===== config.mk =====
export PLATFORM = sky130hd
export DESIGN_NAME = afcc_top
export DESIGN_NICKNAME = d
export VERILOG_FILES = /design/src/verilog/afcc_pkg.sv /design/src/verilog/afcc_top.sv
export SDC_FILE = /design/constraint.sdc
export NUM_CORES = 1
export LEC_CHECK = 0
export ABC_AREA = 1
export BUFFER_PORTS_ARGS = -buffer_cell sky130_fd_sc_hd__buf_2
export CAP_MARGIN = 40
export CORE_ASPECT_RATIO = 1.5
export CORE_MARGIN = 2
export CORE_UTILIZATION = 30
export CTS_CLUSTER_DIAMETER = 200
export CTS_CLUSTER_SIZE = 14
export DETAILED_ROUTE_END_ITERATION = 8
export PLACE_DENSITY_LB_ADDON = 0.3
export SLEW_MARGIN = 20
export SYNTH_ARGS = -nofsm -noshare
export SYNTH_HDL_FRONTEND = slang
export SYNTH_SLANG_ARGS = --single-unit

===== constraint.sdc =====
create_clock -name pclk -period 5.25 [get_ports pclk]
set_input_delay 1.05 -clock pclk [delete_from_list [all_inputs] [get_ports pclk]]
set_output_delay 1.05 -clock pclk [all_outputs]
set_load 0.01 [all_outputs]

===== src/verilog/afcc_pkg.sv =====
// Register map, field layout, reset values and timing constants of the fan cruise block
package afcc_pkg;
  // Register indices; the byte address on the bus is four times the index
  localparam logic [5:0] IDX_SYS_MIN = 6'h08;
  localparam logic [5:0] IDX_CPU_MIN = 6'h09;
  localparam logic [5:0] IDX_STEP_DOWN = 6'h0e;
  localparam logic [5:0] IDX_STEP_UP = 6'h0f;
  localparam logic [5:0] IDX_RSVD_10 = 6'h10;
  localparam logic [5:0] IDX_AUX_LEVEL = 6'h11;
  localparam logic [5:0] IDX_FAN_CFG2 = 6'h12;
  localparam logic [5:0] IDX_AUX_TARGET = 6'h13;
  localparam logic [5:0] IDX_AUX_TOL = 6'h14;
  localparam logic [5:0] IDX_AUX_STOP = 6'h15;
  localparam logic [5:0] IDX_AUX_START = 6'h16;
  localparam logic [5:0] IDX_AUX_STOP_TIME = 6'h17;
  localparam logic [5:0] IDX_VOVT_CFG = 6'h18;
  localparam logic [5:0] IDX_RSVD_19 = 6'h19;
  localparam logic [5:0] IDX_SCRATCH_A = 6'h1a;
  localparam logic [5:0] IDX_SCRATCH_B = 6'h1b;
  localparam logic [5:0] IDX_RSVD_LO = 6'h1c;
  localparam logic [5:0] IDX_RSVD_HI = 6'h1f;
  localparam logic [5:0] IDX_INT_STATUS = 6'h20;
  localparam logic [5:0] IDX_INT_MASK = 6'h21;
  localparam logic [5:0] IDX_FAN_STATUS = 6'h22;

  // Reset values
  localparam logic [7:0] RST_MIN_LEVEL = 8'h01;
  localparam logic [7:0] RST_STEP = 8'h0a;
  localparam logic [7:0] RST_AUX_LEVEL = 8'hff;
  localparam logic [7:0] RST_FAN_CFG2 = 8'h00;
  localparam logic [7:0] RST_AUX_TARGET = 8'h00;
  localparam logic [7:0] RST_AUX_TOL = 8'h00;
  localparam logic [7:0] RST_AUX_STOP = 8'h01;
  localparam logic [7:0] RST_AUX_START = 8'h01;
  localparam logic [7:0] RST_AUX_STOP_TIME = 8'h3c;
  localparam logic [7:0] RST_VOVT_CFG = 8'h43;
  localparam logic [7:0] RST_SCRATCH = 8'hff;
  localparam logic [2:0] RST_INT = 3'h0;

  // Field positions
  localparam int CFG2_SYS_HOLD = 5;
  localparam int CFG2_CPU_HOLD = 4;
  localparam int CFG2_AUX_HOLD = 3;
  localparam int CFG2_MODE_MSB = 2;
  localparam int CFG2_MODE_LSB = 1;
  localparam int LEVEL_MSB = 7;
  localparam int LEVEL_LSB = 4;
  localparam int TARGET_TEMP_MSB = 6;
  localparam int TOL_MSB = 3;
  localparam int VOVT_OVT_DIS = 6;
  localparam int VOVT_OVT_MODE = 4;
  localparam int VOVT_VSEL = 0;
  localparam int INT_OVT = 0;
  localparam int INT_AUX_START = 1;
  localparam int INT_AUX_STOP = 2;
  localparam int INT_W = 3;

  // Drive levels
  localparam logic [7:0] DRIVE_ZERO = 8'h00;
  localparam logic [7:0] DRIVE_MAX = 8'hff;
  localparam logic [3:0] LEVEL_PAD = 4'h0;

  // Timing: 0.1 s time base, ramp step unit of 1.6 s
  localparam int CLK_HZ = 100_000_000;
  localparam int TICK_MS = 100;
  localparam int TICK_CYCLES_DFLT = CLK_HZ / 1000 * TICK_MS;
  localparam int STEP_UNIT_MS = 1600;
  localparam int STEP_TICKS = STEP_UNIT_MS / TICK_MS;

  typedef enum logic [1:0] {
    MODE_MANUAL = 2'b00,
    MODE_TEMP = 2'b01,
    MODE_SPEED = 2'b10,
    MODE_NONE = 2'b11
  } afcc_mode_e;

  typedef enum logic [1:0] {
    AUX_OFF = 2'b00,
    AUX_RUN = 2'b01,
    AUX_STOP = 2'b11
  } afcc_aux_state_e;
endpackage


===== src/verilog/afcc_top.sv =====
// Fan cruise control registers and drive ramps behind an APB slave
// What this block does
// [RL1] Ramp drive up one step per step-up interval
// [RL2] Aux drive level from output register bits 7-4
// [RL3] System drive floors at its minimum when hold set
// [RL4] Processor drive floors at its minimum when hold set
// [RL5] Aux drive floors at stop value when hold set
// [RL6] Mode field picks manual, temperature or speed cruise
// [RL7] Target read as temperature or speed by mode
// [RL8] Tolerance band around the aux target
// [RL9] Temperature cruise lowers aux drive to stop value
// [RL10] Software should program a non-zero stop value
// [RL11] Aux start jumps from zero to start-up value
// [RL12] Stop time in 0.1 s units to zero
// [RL13] Disable bit silences the over-temperature alert
// [RL14] Alert mode: comparator or latched interrupt
// [RL15] Core voltage formula select output, reset one
// [RL16] Two scratch bytes, reset all ones
// [RL17] Ramp drive down one step per step-down interval
// [RL18] Reserved indices read zero, ignore writes
// [RL19] Timers run from tick, reload on write
module afcc_top
#(
  parameter int unsigned TICK_CYCLES = afcc_pkg::TICK_CYCLES_DFLT
) (
  // Clock and reset
  input wire logic pclk,
  input wire logic presetn,
  // APB slave
  input wire logic psel,
  input wire logic penable,
  input wire logic pwrite,
  input wire logic [7:0] paddr,
  input wire logic [31:0] pwdata,
  output logic [31:0] prdata,
  output logic pready,
  output logic pslverr,
  // Sensor side inputs
  input wire logic [7:0] aux_temp_input,
  input wire logic [7:0] aux_tach_input,
  input wire logic system_temp_hot,
  input wire logic system_temp_cold,
  input wire logic processor_temp_hot,
  input wire logic processor_temp_cold,
  input wire logic system_temp_over,
  // Fan drives
  output logic [7:0] system_fan_drive,
  output logic [7:0] processor_fan_drive,
  output logic [7:0] aux_fan_drive,
  // Alert, formula select and interrupt
  output logic overtemp_alert_out_n,
  output logic core_volt_formula_sel,
  output logic irq
);
  import afcc_pkg::*;

  localparam int SYNC_W = 21;

  // Registers
  logic [7:0] sys_min_level;
  logic [7:0] cpu_min_level;
  logic [7:0] fan_step_down_time;
  logic [7:0] fan_step_up_time;
  logic [7:0] aux_fan_output_level;
  logic [7:0] fan_config_two;
  logic [7:0] aux_target_temp_or_speed;
  logic [7:0] aux_target_tolerance;
  logic [7:0] aux_fan_stop_value;
  logic [7:0] aux_fan_startup_value;
  logic [7:0] aux_fan_stop_time;
  logic [7:0] vcore_and_overtemp_config;
  logic [7:0] scratch_byte_a;
  logic [7:0] scratch_byte_b;
  logic [INT_W-1:0] int_status;
  logic [INT_W-1:0] int_mask;

  // Pin synchronisers; the multi-bit readings are slow sensor values, so a
  // torn sample lasts one cycle and only nudges a ramp decision
  logic [SYNC_W-1:0] sync_a;
  logic [SYNC_W-1:0] sync_b;
  logic over_prev;

  always_ff @(posedge pclk or negedge presetn) begin
    if (!presetn) begin
      sync_a <= '0;
      sync_b <= '0;
    end else begin
      sync_a <= {aux_temp_input, aux_tach_input, system_temp_hot, system_temp_cold,
                 processor_temp_hot, processor_temp_cold, system_temp_over};
      sync_b <= sync_a;
    end
  end

  wire [7:0] temp_meas = sync_b[20:13];
  wire [7:0] tach_meas = sync_b[12:5];
  wire [1:0] ch_hot = {sync_b[2], sync_b[4]};
  wire [1:0] ch_cold = {sync_b[1], sync_b[3]};
  wire over_now = sync_b[0];

  // APB decode
  wire [5:0] idx = paddr[7:2];
  wire aligned = (paddr[1:0] == 2'b00);
  wire hit_sys_min = (idx == IDX_SYS_MIN);
  wire hit_cpu_min = (idx == IDX_CPU_MIN);
  wire hit_step_down = (idx == IDX_STEP_DOWN);
  wire hit_step_up = (idx == IDX_STEP_UP);
  wire hit_aux_level = (idx == IDX_AUX_LEVEL);
  wire hit_fan_cfg2 = (idx == IDX_FAN_CFG2);
  wire hit_aux_target = (idx == IDX_AUX_TARGET);
  wire hit_aux_tol = (idx == IDX_AUX_TOL);
  wire hit_aux_stop = (idx == IDX_AUX_STOP);
  wire hit_aux_start = (idx == IDX_AUX_START);
  wire hit_stop_time = (idx == IDX_AUX_STOP_TIME);
  wire hit_vovt = (idx == IDX_VOVT_CFG);
  wire hit_scratch_a = (idx == IDX_SCRATCH_A);
  wire hit_scratch_b = (idx == IDX_SCRATCH_B);
  wire hit_int_status = (idx == IDX_INT_STATUS);
  wire hit_int_mask = (idx == IDX_INT_MASK);
  wire hit_fan_status = (idx == IDX_FAN_STATUS);
  // [RL18] Reserved indices decode
  wire hit_rsvd = (idx == IDX_RSVD_10) || (idx == IDX_RSVD_19) ||
                  ((idx >= IDX_RSVD_LO) && (idx <= IDX_RSVD_HI));
  wire hit_span = (idx >= IDX_STEP_DOWN) && (idx <= IDX_FAN_STATUS);
  wire hit_any = hit_sys_min | hit_cpu_min | hit_span | hit_rsvd;
  wire mapped = aligned && hit_any;
  wire setup = psel && !penable;
  wire wr = psel && penable && pwrite && pready && mapped;
  wire [7:0] wd = pwdata[7:0];

  wire [7:0] rd_byte =
      hit_sys_min ? sys_min_level :
      hit_cpu_min ? cpu_min_level :
      hit_step_down ? fan_step_down_time :
      hit_step_up ? fan_step_up_time :
      hit_aux_level ? aux_fan_output_level :
      hit_fan_cfg2 ? fan_config_two :
      hit_aux_target ? aux_target_temp_or_speed :
      hit_aux_tol ? aux_target_tolerance :
      hit_aux_stop ? aux_fan_stop_value :
      hit_aux_start ? aux_fan_startup_value :
      hit_stop_time ? aux_fan_stop_time :
      hit_vovt ? vcore_and_overtemp_config :
      hit_scratch_a ? scratch_byte_a :
      hit_scratch_b ? scratch_byte_b :
      hit_int_status ? {5'h00, int_status} :
      hit_int_mask ? {5'h00, int_mask} :
      hit_fan_status ? aux_fan_drive : 8'h00;

  // Zero-wait slave: read data and error are prepared in the setup cycle
  always_ff @(posedge pclk or negedge presetn) begin
    if (!presetn) begin
      pready <= 1'b0;
      prdata <= 32'h0000_0000;
      pslverr <= 1'b0;
    end else begin
      pready <= 1'b1;
      if (setup) begin
        prdata <= mapped ? {24'h00_0000, rd_byte} : 32'h0000_0000;
        pslverr <= !mapped;
      end
    end
  end

  // Software registers
  always_ff @(posedge pclk or negedge presetn) begin
    if (!presetn) begin
      sys_min_level <= RST_MIN_LEVEL;
      cpu_min_level <= RST_MIN_LEVEL;
      fan_step_down_time <= RST_STEP;
      fan_step_up_time <= RST_STEP;
      aux_fan_output_level <= RST_AUX_LEVEL;
      fan_config_two <= RST_FAN_CFG2;
      aux_target_temp_or_speed <= RST_AUX_TARGET;
      aux_target_tolerance <= RST_AUX_TOL;
      aux_fan_stop_value <= RST_AUX_STOP;
      aux_fan_startup_value <= RST_AUX_START;
      aux_fan_stop_time <= RST_AUX_STOP_TIME;
      vcore_and_overtemp_config <= RST_VOVT_CFG;
      scratch_byte_a <= RST_SCRATCH;
      scratch_byte_b <= RST_SCRATCH;
      int_mask <= RST_INT;
    end else if (wr) begin
      if (hit_sys_min) sys_min_level <= wd;
      if (hit_cpu_min) cpu_min_level <= wd;
      if (hit_step_down) fan_step_down_time <= wd;
      if (hit_step_up) fan_step_up_time <= wd;
      if (hit_aux_level) aux_fan_output_level <= wd;
      if (hit_fan_cfg2) fan_config_two <= wd;
      if (hit_aux_target) aux_target_temp_or_speed <= wd;
      if (hit_aux_tol) aux_target_tolerance <= wd;
      if (hit_aux_stop) aux_fan_stop_value <= wd;
      if (hit_aux_start) aux_fan_startup_value <= wd;
      if (hit_stop_time) aux_fan_stop_time <= wd;
      if (hit_vovt) vcore_and_overtemp_config <= wd;
      // [RL16] Scratch bytes
      if (hit_scratch_a) scratch_byte_a <= wd;
      if (hit_scratch_b) scratch_byte_b <= wd;
      if (hit_int_mask) int_mask <= wd[INT_W-1:0];
    end
  end

  // [RL19] Time base and ramp interval timers
  logic [23:0] tick_cnt;
  logic [11:0] up_cnt;
  logic [11:0] down_cnt;
  wire tick = (tick_cnt == 24'(TICK_CYCLES - 1));
  wire [11:0] up_limit = 12'(fan_step_up_time * STEP_TICKS);
  wire [11:0] down_limit = 12'(fan_step_down_time * STEP_TICKS);
  // [RL1] Step-up pulse every programmed interval
  wire up_step = tick && ((up_cnt + 12'h001) >= up_limit);
  // [RL17] Step-down pulse every programmed interval
  wire down_step = tick && ((down_cnt + 12'h001) >= down_limit);

  always_ff @(posedge pclk or negedge presetn) begin
    if (!presetn) begin
      tick_cnt <= 24'h00_0000;
      up_cnt <= 12'h000;
      down_cnt <= 12'h000;
    end else begin
      tick_cnt <= tick ? 24'h00_0000 : tick_cnt + 24'h00_0001;
      if ((wr && hit_step_up) || up_step) up_cnt <= 12'h000;
      else if (tick) up_cnt <= up_cnt + 12'h001;
      if ((wr && hit_step_down) || down_step) down_cnt <= 12'h000;
      else if (tick) down_cnt <= down_cnt + 12'h001;
    end
  end

  // System and processor ramps: index 0 system, index 1 processor
  logic [7:0] ch_drive [2];
  wire [1:0] ch_hold = {fan_config_two[CFG2_CPU_HOLD], fan_config_two[CFG2_SYS_HOLD]};
  wire [7:0] ch_min [2];
  assign ch_min[0] = sys_min_level;
  assign ch_min[1] = cpu_min_level;

  for (genvar i = 0; i < 2; i++) begin : g_ramp
    // [RL3] [RL4] Floor is the minimum level with hold, else zero
    wire [7:0] floor_lvl = ch_hold[i] ? ch_min[i] : DRIVE_ZERO;
    always_ff @(posedge pclk or negedge presetn) begin
      if (!presetn) begin
        ch_drive[i] <= DRIVE_ZERO;
      end else if (ch_hot[i] && up_step && (ch_drive[i] != DRIVE_MAX)) begin
        ch_drive[i] <= ch_drive[i] + 8'h01;
      end else if (ch_cold[i] && down_step && (ch_drive[i] > floor_lvl)) begin
        ch_drive[i] <= ch_drive[i] - 8'h01;
      end
    end
  end

  assign system_fan_drive = ch_drive[0];
  assign processor_fan_drive = ch_drive[1];

  // Auxiliary fan cruise
  // [RL6] Mode field
  wire afcc_mode_e aux_mode = afcc_mode_e'(fan_config_two[CFG2_MODE_MSB:CFG2_MODE_LSB]);
  // [RL7] Target width follows the mode
  wire [7:0] target = (aux_mode == MODE_TEMP) ?
                      {1'b0, aux_target_temp_or_speed[TARGET_TEMP_MSB:0]} :
                      aux_target_temp_or_speed;
  // [RL8] Tolerance band
  wire [8:0] tol = {5'h00, aux_target_tolerance[TOL_MSB:0]};
  wire [8:0] meas = (aux_mode == MODE_TEMP) ? {1'b0, temp_meas} : {1'b0, tach_meas};
  wire above = meas > ({1'b0, target} + tol);
  wire below = (meas + tol) < {1'b0, target};
  // Hot temperature or slow tach both call for more drive
  wire aux_raise = (aux_mode == MODE_TEMP) ? above : below;
  wire aux_lower = (aux_mode == MODE_TEMP) ? below : above;
  wire aux_hold = fan_config_two[CFG2_AUX_HOLD];

  afcc_aux_state_e aux_state;
  afcc_aux_state_e next_aux_state;
  logic [7:0] next_aux_drive;
  logic [7:0] stop_cnt;
  logic [7:0] next_stop_cnt;
  logic aux_started;
  logic aux_stopped;

  always_comb begin
    next_aux_state = aux_state;
    next_aux_drive = aux_fan_drive;
    next_stop_cnt = stop_cnt;
    aux_started = 1'b0;
    aux_stopped = 1'b0;
    case (aux_mode)
      MODE_MANUAL: begin
        // [RL2] Top nibble scales the full-scale drive by sixteenths
        next_aux_state = AUX_OFF;
        next_aux_drive = {aux_fan_output_level[LEVEL_MSB:LEVEL_LSB], LEVEL_PAD};
      end
      MODE_TEMP, MODE_SPEED: begin
        case (aux_state)
          AUX_OFF: begin
            // [RL11] Start from zero at the start-up value
            if (aux_raise) begin
              next_aux_state = AUX_RUN;
              next_aux_drive = aux_fan_startup_value;
              aux_started = 1'b1;
            end
          end
          AUX_RUN: begin
            // [RL1] Raise one step
            if (aux_raise && up_step && (aux_fan_drive != DRIVE_MAX)) begin
              next_aux_drive = aux_fan_drive + 8'h01;
            // [RL17] Lower one step
            end else if (aux_lower && down_step) begin
              // [RL9] Descend no lower than the stop value
              if (aux_fan_drive > aux_fan_stop_value) begin
                next_aux_drive = aux_fan_drive - 8'h01;
              // [RL5] Hold at stop value
              end else if (aux_hold) begin
                next_aux_drive = aux_fan_stop_value;
              end else begin
                next_aux_drive = aux_fan_stop_value;
                next_aux_state = AUX_STOP;
                next_stop_cnt = aux_fan_stop_time;
              end
            end
          end
          AUX_STOP: begin
            // [RL12] Count stop time in ticks, then drop to zero
            if (aux_raise) begin
              next_aux_state = AUX_RUN;
            end else if (tick) begin
              if (stop_cnt <= 8'h01) begin
                next_aux_state = AUX_OFF;
                next_aux_drive = DRIVE_ZERO;
                aux_stopped = 1'b1;
              end else begin
                next_stop_cnt = stop_cnt - 8'h01;
              end
            end
          end
          default: begin
            next_aux_state = AUX_OFF;
            next_aux_drive = DRIVE_ZERO;
          end
        endcase
      end
      default: begin
        // Reserved mode freezes the aux drive where it stands
        next_aux_state = aux_state;
      end
    endcase
    // [RL19] Writing the stop time restarts the running count
    if (wr && hit_stop_time) begin
      next_stop_cnt = wd;
    end
  end

  always_ff @(posedge pclk or negedge presetn) begin
    if (!presetn) begin
      aux_state <= AUX_OFF;
      aux_fan_drive <= DRIVE_ZERO;
      stop_cnt <= RST_AUX_STOP_TIME;
    end else begin
      aux_state <= next_aux_state;
      aux_fan_drive <= next_aux_drive;
      stop_cnt <= next_stop_cnt;
    end
  end

  // Over-temperature alert and interrupt status
  wire ovt_disabled = vcore_and_overtemp_config[VOVT_OVT_DIS];
  wire ovt_latched = vcore_and_overtemp_config[VOVT_OVT_MODE];
  wire ovt_rise = over_now && !over_prev && !ovt_disabled;
  wire [INT_W-1:0] int_set = {aux_stopped, aux_started, ovt_rise};
  wire [INT_W-1:0] int_clr = (wr && hit_int_status) ? wd[INT_W-1:0] : RST_INT;
  // Set wins over a same-cycle clear
  wire [INT_W-1:0] next_int_status = (int_status & ~int_clr) | int_set;
  // [RL14] Comparator follows the input, interrupt mode follows the latch
  wire ovt_active = ovt_latched ? next_int_status[INT_OVT] : over_now;

  always_ff @(posedge pclk or negedge presetn) begin
    if (!presetn) begin
      over_prev <= 1'b0;
      int_status <= RST_INT;
      irq <= 1'b0;
      overtemp_alert_out_n <= 1'b1;
      core_volt_formula_sel <= RST_VOVT_CFG[VOVT_VSEL];
    end else begin
      over_prev <= over_now;
      int_status <= next_int_status;
      irq <= |(next_int_status & int_mask);
      // [RL13] Disable forces the alert inactive
      overtemp_alert_out_n <= !(ovt_active && !ovt_disabled);
      // [RL15] Formula select
      core_volt_formula_sel <= vcore_and_overtemp_config[VOVT_VSEL];
    end
  end
endmodule // afcc_top


* Word-level counts from Yosys, hierarchy flattened
Cells that the tools add are included.
** Operators by class
- Add/sub/neg operators :: 12
- Magnitude comparators :: 12
- Equality and inequality tests :: 45
- Mux-type cells :: 72
- Bitwise operators :: 7
- Reductions and logical operators :: 67
** Operator list (number)
- 8-bit 2-to-1 mux :: 42
- 6-bit by 5-bit == test with 1-bit output, second input constant :: 12
- 12-bit 2-to-1 mux :: 4
- 3-bit != test, second input constant :: 15
- 8-bit one-hot mux with 2 select lines :: 2
- 8-bit by 1-bit subtractor with 8-bit output, second input constant :: 4
- 2-bit AND reduction :: 15
- 1-bit logical AND :: 28
- 12-bit by 1-bit adder with 12-bit output, second input constant :: 2
- 24-bit by 1-bit adder with 24-bit output, second input constant :: 1
- 8-bit by 1-bit adder with 8-bit output, second input constant :: 3
- 24-bit == test, second input constant :: 1
- 6-bit by 4-bit == test with 1-bit output, second input constant :: 4
- 12-bit greater-or-equal comparator :: 2
- 8-bit > comparator :: 3
- 24-bit 2-to-1 mux :: 1
- 8-bit != test, second input constant :: 3
- 8-bit one-hot mux with 3 select lines :: 1
- 8-bit by 4-bit adder with 9-bit output :: 2
- 6-bit == test, second input constant :: 3
- 2-bit 2-to-1 mux :: 8
- 4-bit != test, second input constant :: 3
- 2-bit nonzero test :: 6
- 1-bit 2-to-1 mux :: 11
- other kinds (25) :: 39
** Word-level totals
- Bits in registers :: 280
- Input bits :: 66
- Output and inout bits :: 61
- Logic and storage cells :: 248

* Depth between registers and ports, before layout
- Depth after elaboration :: 19
- Mapped depth :: 30
- Depth with buffers taken out :: 29

* Least setup slack after synthesis
Ideal clock, no wire load.
- Kind :: register to register
- Start point :: reg up_cnt[0]
- End point :: reg ch_drive, in the netlist processor_fan_drive[7]
- Library setup time :: 0.118 ns
- Data arrival time :: 3.676 ns
- Data required time :: 5.132 ns
- Slack :: 1.455 ns
- Cell stages (with the launch flop) :: 28
- Buffers on the path :: 0
- Period minus slack after synthesis :: 3.795 ns
- Cells stage by stage :: dfrtp_1 nand3_1 nor3_1 nand3_1 nor2_1 nand3_1 xor2_1 inv_1 ha_1 nand2_1 nor2_1 nand3_1 nand2_1 nand2_2 inv_2 o211ai_2 ha_1 a21oi_1 nand2_1 a21oi_1 o21bai_1 nand2_1 nand2_1 a21oi_1 nand3_1 o21ai_1 xnor2_1 inv_1
** Between the ends
- Longest elaborated chain between the ends :: 6
- Elaborated cells on any way between the ends :: 7
- Classes of those cells :: add/sub (1); order compare (1); mux (1); reduce/logical (4)
** RTL lines
- from (decl) :: RTL line afcc_top.sv:204 : logic [11:0] up_cnt;
- from (signal assigned) :: RTL line afcc_top.sv:222 : else if (tick) up_cnt <= up_cnt + 12'h001;
- 12-bit by 1-bit adder with 12-bit output * :: RTL line afcc_top.sv:210 : wire up_step = tick && ((up_cnt + 12'h001) >= up_limit);
- 12-bit greater-or-equal comparator * :: RTL line afcc_top.sv:210
- 1-bit logical AND * :: RTL line afcc_top.sv:210
- 1-bit logical AND * (2 in a row) :: RTL line afcc_top.sv:241 : end else if (ch_hot[i] && up_step && (ch_drive[i] != DRIVE_MAX)) begin
- 8-bit 2-to-1 mux / 2-bit nonzero test (equally long branches)
- to (signal, indexed assignment) :: RTL line afcc_top.sv:242 : ch_drive[i] <= ch_drive[i] + 8'h01;
- to (signal, indexed assignment) :: RTL line afcc_top.sv:244 : ch_drive[i] <= ch_drive[i] - 8'h01;
- to (decl) :: RTL line afcc_top.sv:229 : logic [7:0] ch_drive [2];
Every way passes the cells marked *; elsewhere a longest branch is shown, timed or not.
A chain may end at the register's enable or synchronous reset.

* Worst setup path after layout
- Start point :: reg fan_config_two[2]
- End point :: reg stop_cnt[7]
** Between the ends
- Longest elaborated chain between the ends :: 9
- Elaborated cells on any way between the ends :: 19
- Classes of those cells :: add/sub (2); order compare (2); eq/ne (5); mux (4); reduce/logical (6)
** RTL lines
- from (decl) :: RTL line afcc_top.sv:65 : logic [7:0] fan_config_two;
- from (signal assigned) :: RTL line afcc_top.sv:188 : if (hit_fan_cfg2) fan_config_two <= wd;
- 2-bit by 1-bit == test with 1-bit output
- 8-bit 2-to-1 mux (on tied branches) :: RTL line afcc_top.sv:261, afcc_top.sv:256
- 8-bit by 4-bit adder with 9-bit output (on tied branches) :: RTL line afcc_top.sv:263, afcc_top.sv:262
- 9-bit by 8-bit less-than comparator with 1-bit output / 8-bit by 9-bit > comparator with 1-bit output (equally long branches) :: RTL line afcc_top.sv:263, afcc_top.sv:262
- 1-bit 2-to-1 mux :: RTL line afcc_top.sv:265 : wire aux_raise = (aux_mode == MODE_TEMP) ? above : below;
- 1-bit logical AND (2 in a row) :: RTL line afcc_top.sv:301 : if (aux_raise && up_step && (aux_fan_drive != DRIVE_MAX)) begin
- 3-bit != test (no line)
- 9-bit AND reduction (no line) *
- to (signal assigned) :: RTL line afcc_top.sv:357 : stop_cnt <= next_stop_cnt;
- to (decl) :: RTL line afcc_top.sv:272 : logic [7:0] stop_cnt;
Marked as above.

==> flow_summary.ini <==
[run_status]
outcome = finished with violations
failed_checks = DRC

[synth]
syn_inst = 1854
ys_seq_elements = 256
synth_simple_gate_area_share_pct = 25.2
ys_seq_area_share_pct = 44.1
synthAdderAreaFrac_pct = 7.89
synthTopCellsByCount = nand2_1 (539), dfrtp_1 (211), inv_1 (211)
synth_area_leaders = dfrtp_1 (36%), nand2_1 (14%), dfstp_2 (8.1%)
synth_compound_area_share_pct = 11.0
synthDistinctLibCells = 54
syn_area_mm2 = 0.0146
ys.flop_type = dfrtp_1
synthMuxAreaShare_pct = 0.273
async_flop_share_pct = 100
yosysTopAreaCell = dfrtp_1
synth_top_family_by_area = simple AND/OR/NAND/NOR gates
syn_avg_cell_area_um2 = 7.90
synthXorXnorAreaFrac_pct = 3.29
synth.top_cell.area_share_pct = 36.0
yosysMostFrequentCell = nand2_1
synth_edf_count = 0
synth_warnings = 0

[global_routing]
met2_usage_pct = 30.2
grt-ovfl-total = 0
grtUsageMet3_pct = 1.48
grt_use_met1_pct = 18.7
grt_max_degree = 93
grt_usage_pct = 16.0
grt_pass1_vias = 12200
top_usage_layer = met2
grt_pass1_wl_mm = 64.3
antenna_found_initial = 0

[cts]
clk_pin_slew_ns = 0.07
ctsHoldBuffers = 0
clk_path_buf_depth = 3
cts_tree = yes
clockRootBuffer = clkbuf_16
cts_buffers = 22
cts_resized = 0
h-tree-depth = 1
clk_latency_ns = 0.54
cts_sinks = 256
cts_setup_buffers = 0

[worst_setup_path]
regToRegStartpoint = fan_config_two[2]
crit_top_cell = nand2_1
worstPathMaxFanout = 12
critPathSlowestCell = ha_1
worstPathArrival_ns = 5.00
r2r_slack_ns = 0.68
critical_path.max_stage_delay_ns = 0.46
cp.required_ns = 5.67
endpoint_kind = flop
startpoint_type = flop
worst_r2r_endpoint = stop_cnt[7]
reg2reg_depth = 26
setup.worst_path.class = reg -> reg

[sta]
hold_viol = 0
period_share_pct = 87.1
drv_slew = 0
timing.fmax_mhz = 219
final-setup-viol-count = 0
worst_pin_slew_ns = 0.761
rsz0062_at_grt = no
fin_skew_ns = 0.0169
fin_crit_ns = 4.57
fin_setup_tns_ns = 0
maxSlewHeadroom_pct = 49.1

[floorplanning]
die_h_um = 275
fp-row-count = 99
core_area_mm2 = 0.0484
start_util_pct = 30.2
io_pins = 127
fp.dieW_um = 184
dieArea_mm2 = 0.0506

[placed_design]
portBuffers = 78
hpwl_mm = 29.7
place_congestion = 0.856

[power_and_ir_drop]
power.leakage_nw = 7.87
total_power_mw = 3.78
peakVddDrop_v = 0.000197
power_density_mw_per_mm2 = 232

[worst_hold_path]
hold_path_depth = 0
hold_path_class = reg -> reg
whs_endpoint = sync_b[17]
hold_start = sync_a[17]

[finish]
final_nets = 2076
n_fill_cell = 5091
n_antenna_cell = 0
area_growth_pct = 11.3
drive_gt1_share_pct = 10.7

[detailed_routing]
viasPerCell = 4.69
vias = 12100
wl_per_cell_um = 15.4
drt_first_iter_violations = 706
ant_nets = 0
first_pass_iters = 9
wirelength_mm = 39.9
drc = 4

[run]
cap_violations = 0
[power by group]
group / switching, mW / internal [mW] / total, mW
Sequential: 0.0108 / 2.00 / 2.01
Combinational: 0.136 / 0.0452 / 0.182
Clock: 0.777 / 0.815 / 1.59
Total: 0.924 / 2.86 / 3.78
[registers in the layout, summed over array words and instances, names as in the netlist, 12 cells and up]
name,flops
tick_cnt,24
down_cnt,12
sync_a,21
up_cnt,12
sync_b,21
[layer usage]
metal | share of wire, % | up-vias
li1 | - | 6102
met1 | 42 | 5766
met2 | 52 | 217
met3 | 3.3 | 54
met4 | 2.9 | 0
met5 | 0 | -
[worst max path at each step]
| stage | from | endpoint | slack [ns] | depth (start not counted) |
|---|---|---|---|---|
| final | fan_config_two[2] | stop_cnt[7] | 0.68 | 26 |
| after global routing | fan_config_two[2] | stop_cnt[1] | 0.08 | 26 |
| after CTS | fan_config_two[2] | stop_cnt[7] | 0.61 | 26 |
| after detailed placement | fan_config_two[2] | stop_cnt[7] | 0.65 | 26 |
| after global placement | fan_config_two[2] | stop_cnt[1] | 0.68 | 26 |
| after floorplan | up_cnt[0] | processor_fan_drive[7] | 1.46 | 27 |
[kinds of logic after synthesis]
group	Yosys count
compound gates	303
fa+ha+maj	90
flops	256
xor+xnor	55
buf+inv	289
other cells	2
simple gates	855
mux	4
[critical path, delay by kind of cell (launching register included)]
kind	cells	cell delay, ns
AO/OA/AOI/OAI	2	0.37
XOR/XNOR	1	0.16
adder cells (fa/ha/maj)	4	1.41
buffers and inverters	3	0.19
flip-flops	1	0.40
AND/OR/NAND/NOR	16	1.90
[through the flow]
| step | hold slack, ns | worst slack [ns] | utilization (%) | instance area (um2) | instances |
|---|---|---|---|---|---|
| finish | 0.342 | 0.676 | 33.7 | 16300 | 2589 |
| global route | 0.351 | 0.0785 | 33.7 | 16300 | 2589 |
| CTS | 0.349 | 0.613 | 33.6 | 16300 | 2588 |
| detailed placement | 0.335 | 0.652 | 32.3 | 15700 | 2551 |
| global placement | 0.334 | 0.682 | 32.3 | 15600 | 2550 |
| floorplan | 0.331 | 1.46 | - | 14700 | 1877 |
[layout by cell type, fill, tap and decap left out, types with 13 or more instances in the layout]
| master | synthesis | routed |
|---|---|---|
| nand3_1 | 83 | 83 |
| nor2_1 | 117 | 117 |
| conb_1 | 2 | 25 |
| buf_2 | 2 | 77 |
| nand2_1 | 539 | 539 |
| dfstp_2 | 45 | 45 |
| a21oi_1 | 75 | 75 |
| xor2_1 | 37 | 37 |
| clkbuf_1 | 37 | 13 |
| o21ai_0 | 173 | 173 |
| clkbuf_16 | 0 | 23 |
| xnor2_1 | 18 | 18 |
| inv_1 | 211 | 211 |
| nand4_1 | 40 | 40 |
| ha_1 | 86 | 86 |
| dfrtp_1 | 211 | 211 |
| nor3_1 | 25 | 25 |
| o22ai_1 | 14 | 14 |
[area by class of cell]
| cell class | count | area (um2) | area share [%] |
|---|---|---|---|
| multi-input cells | 1332 | 7080 | 43.4 |
| flip-flops and latches | 256 | 6460 | 39.6 |
| inverters | 223 | 840 | 5.15 |
| well taps | 656 | 821 | 5.03 |
| clock buffers | 36 | 624 | 3.83 |
| repair buffers | 85 | 473 | 2.90 |
| clock inverters | 1 | 11.3 | 0.0691 |
Note: power is estimated with default switching activity, not from simulation.
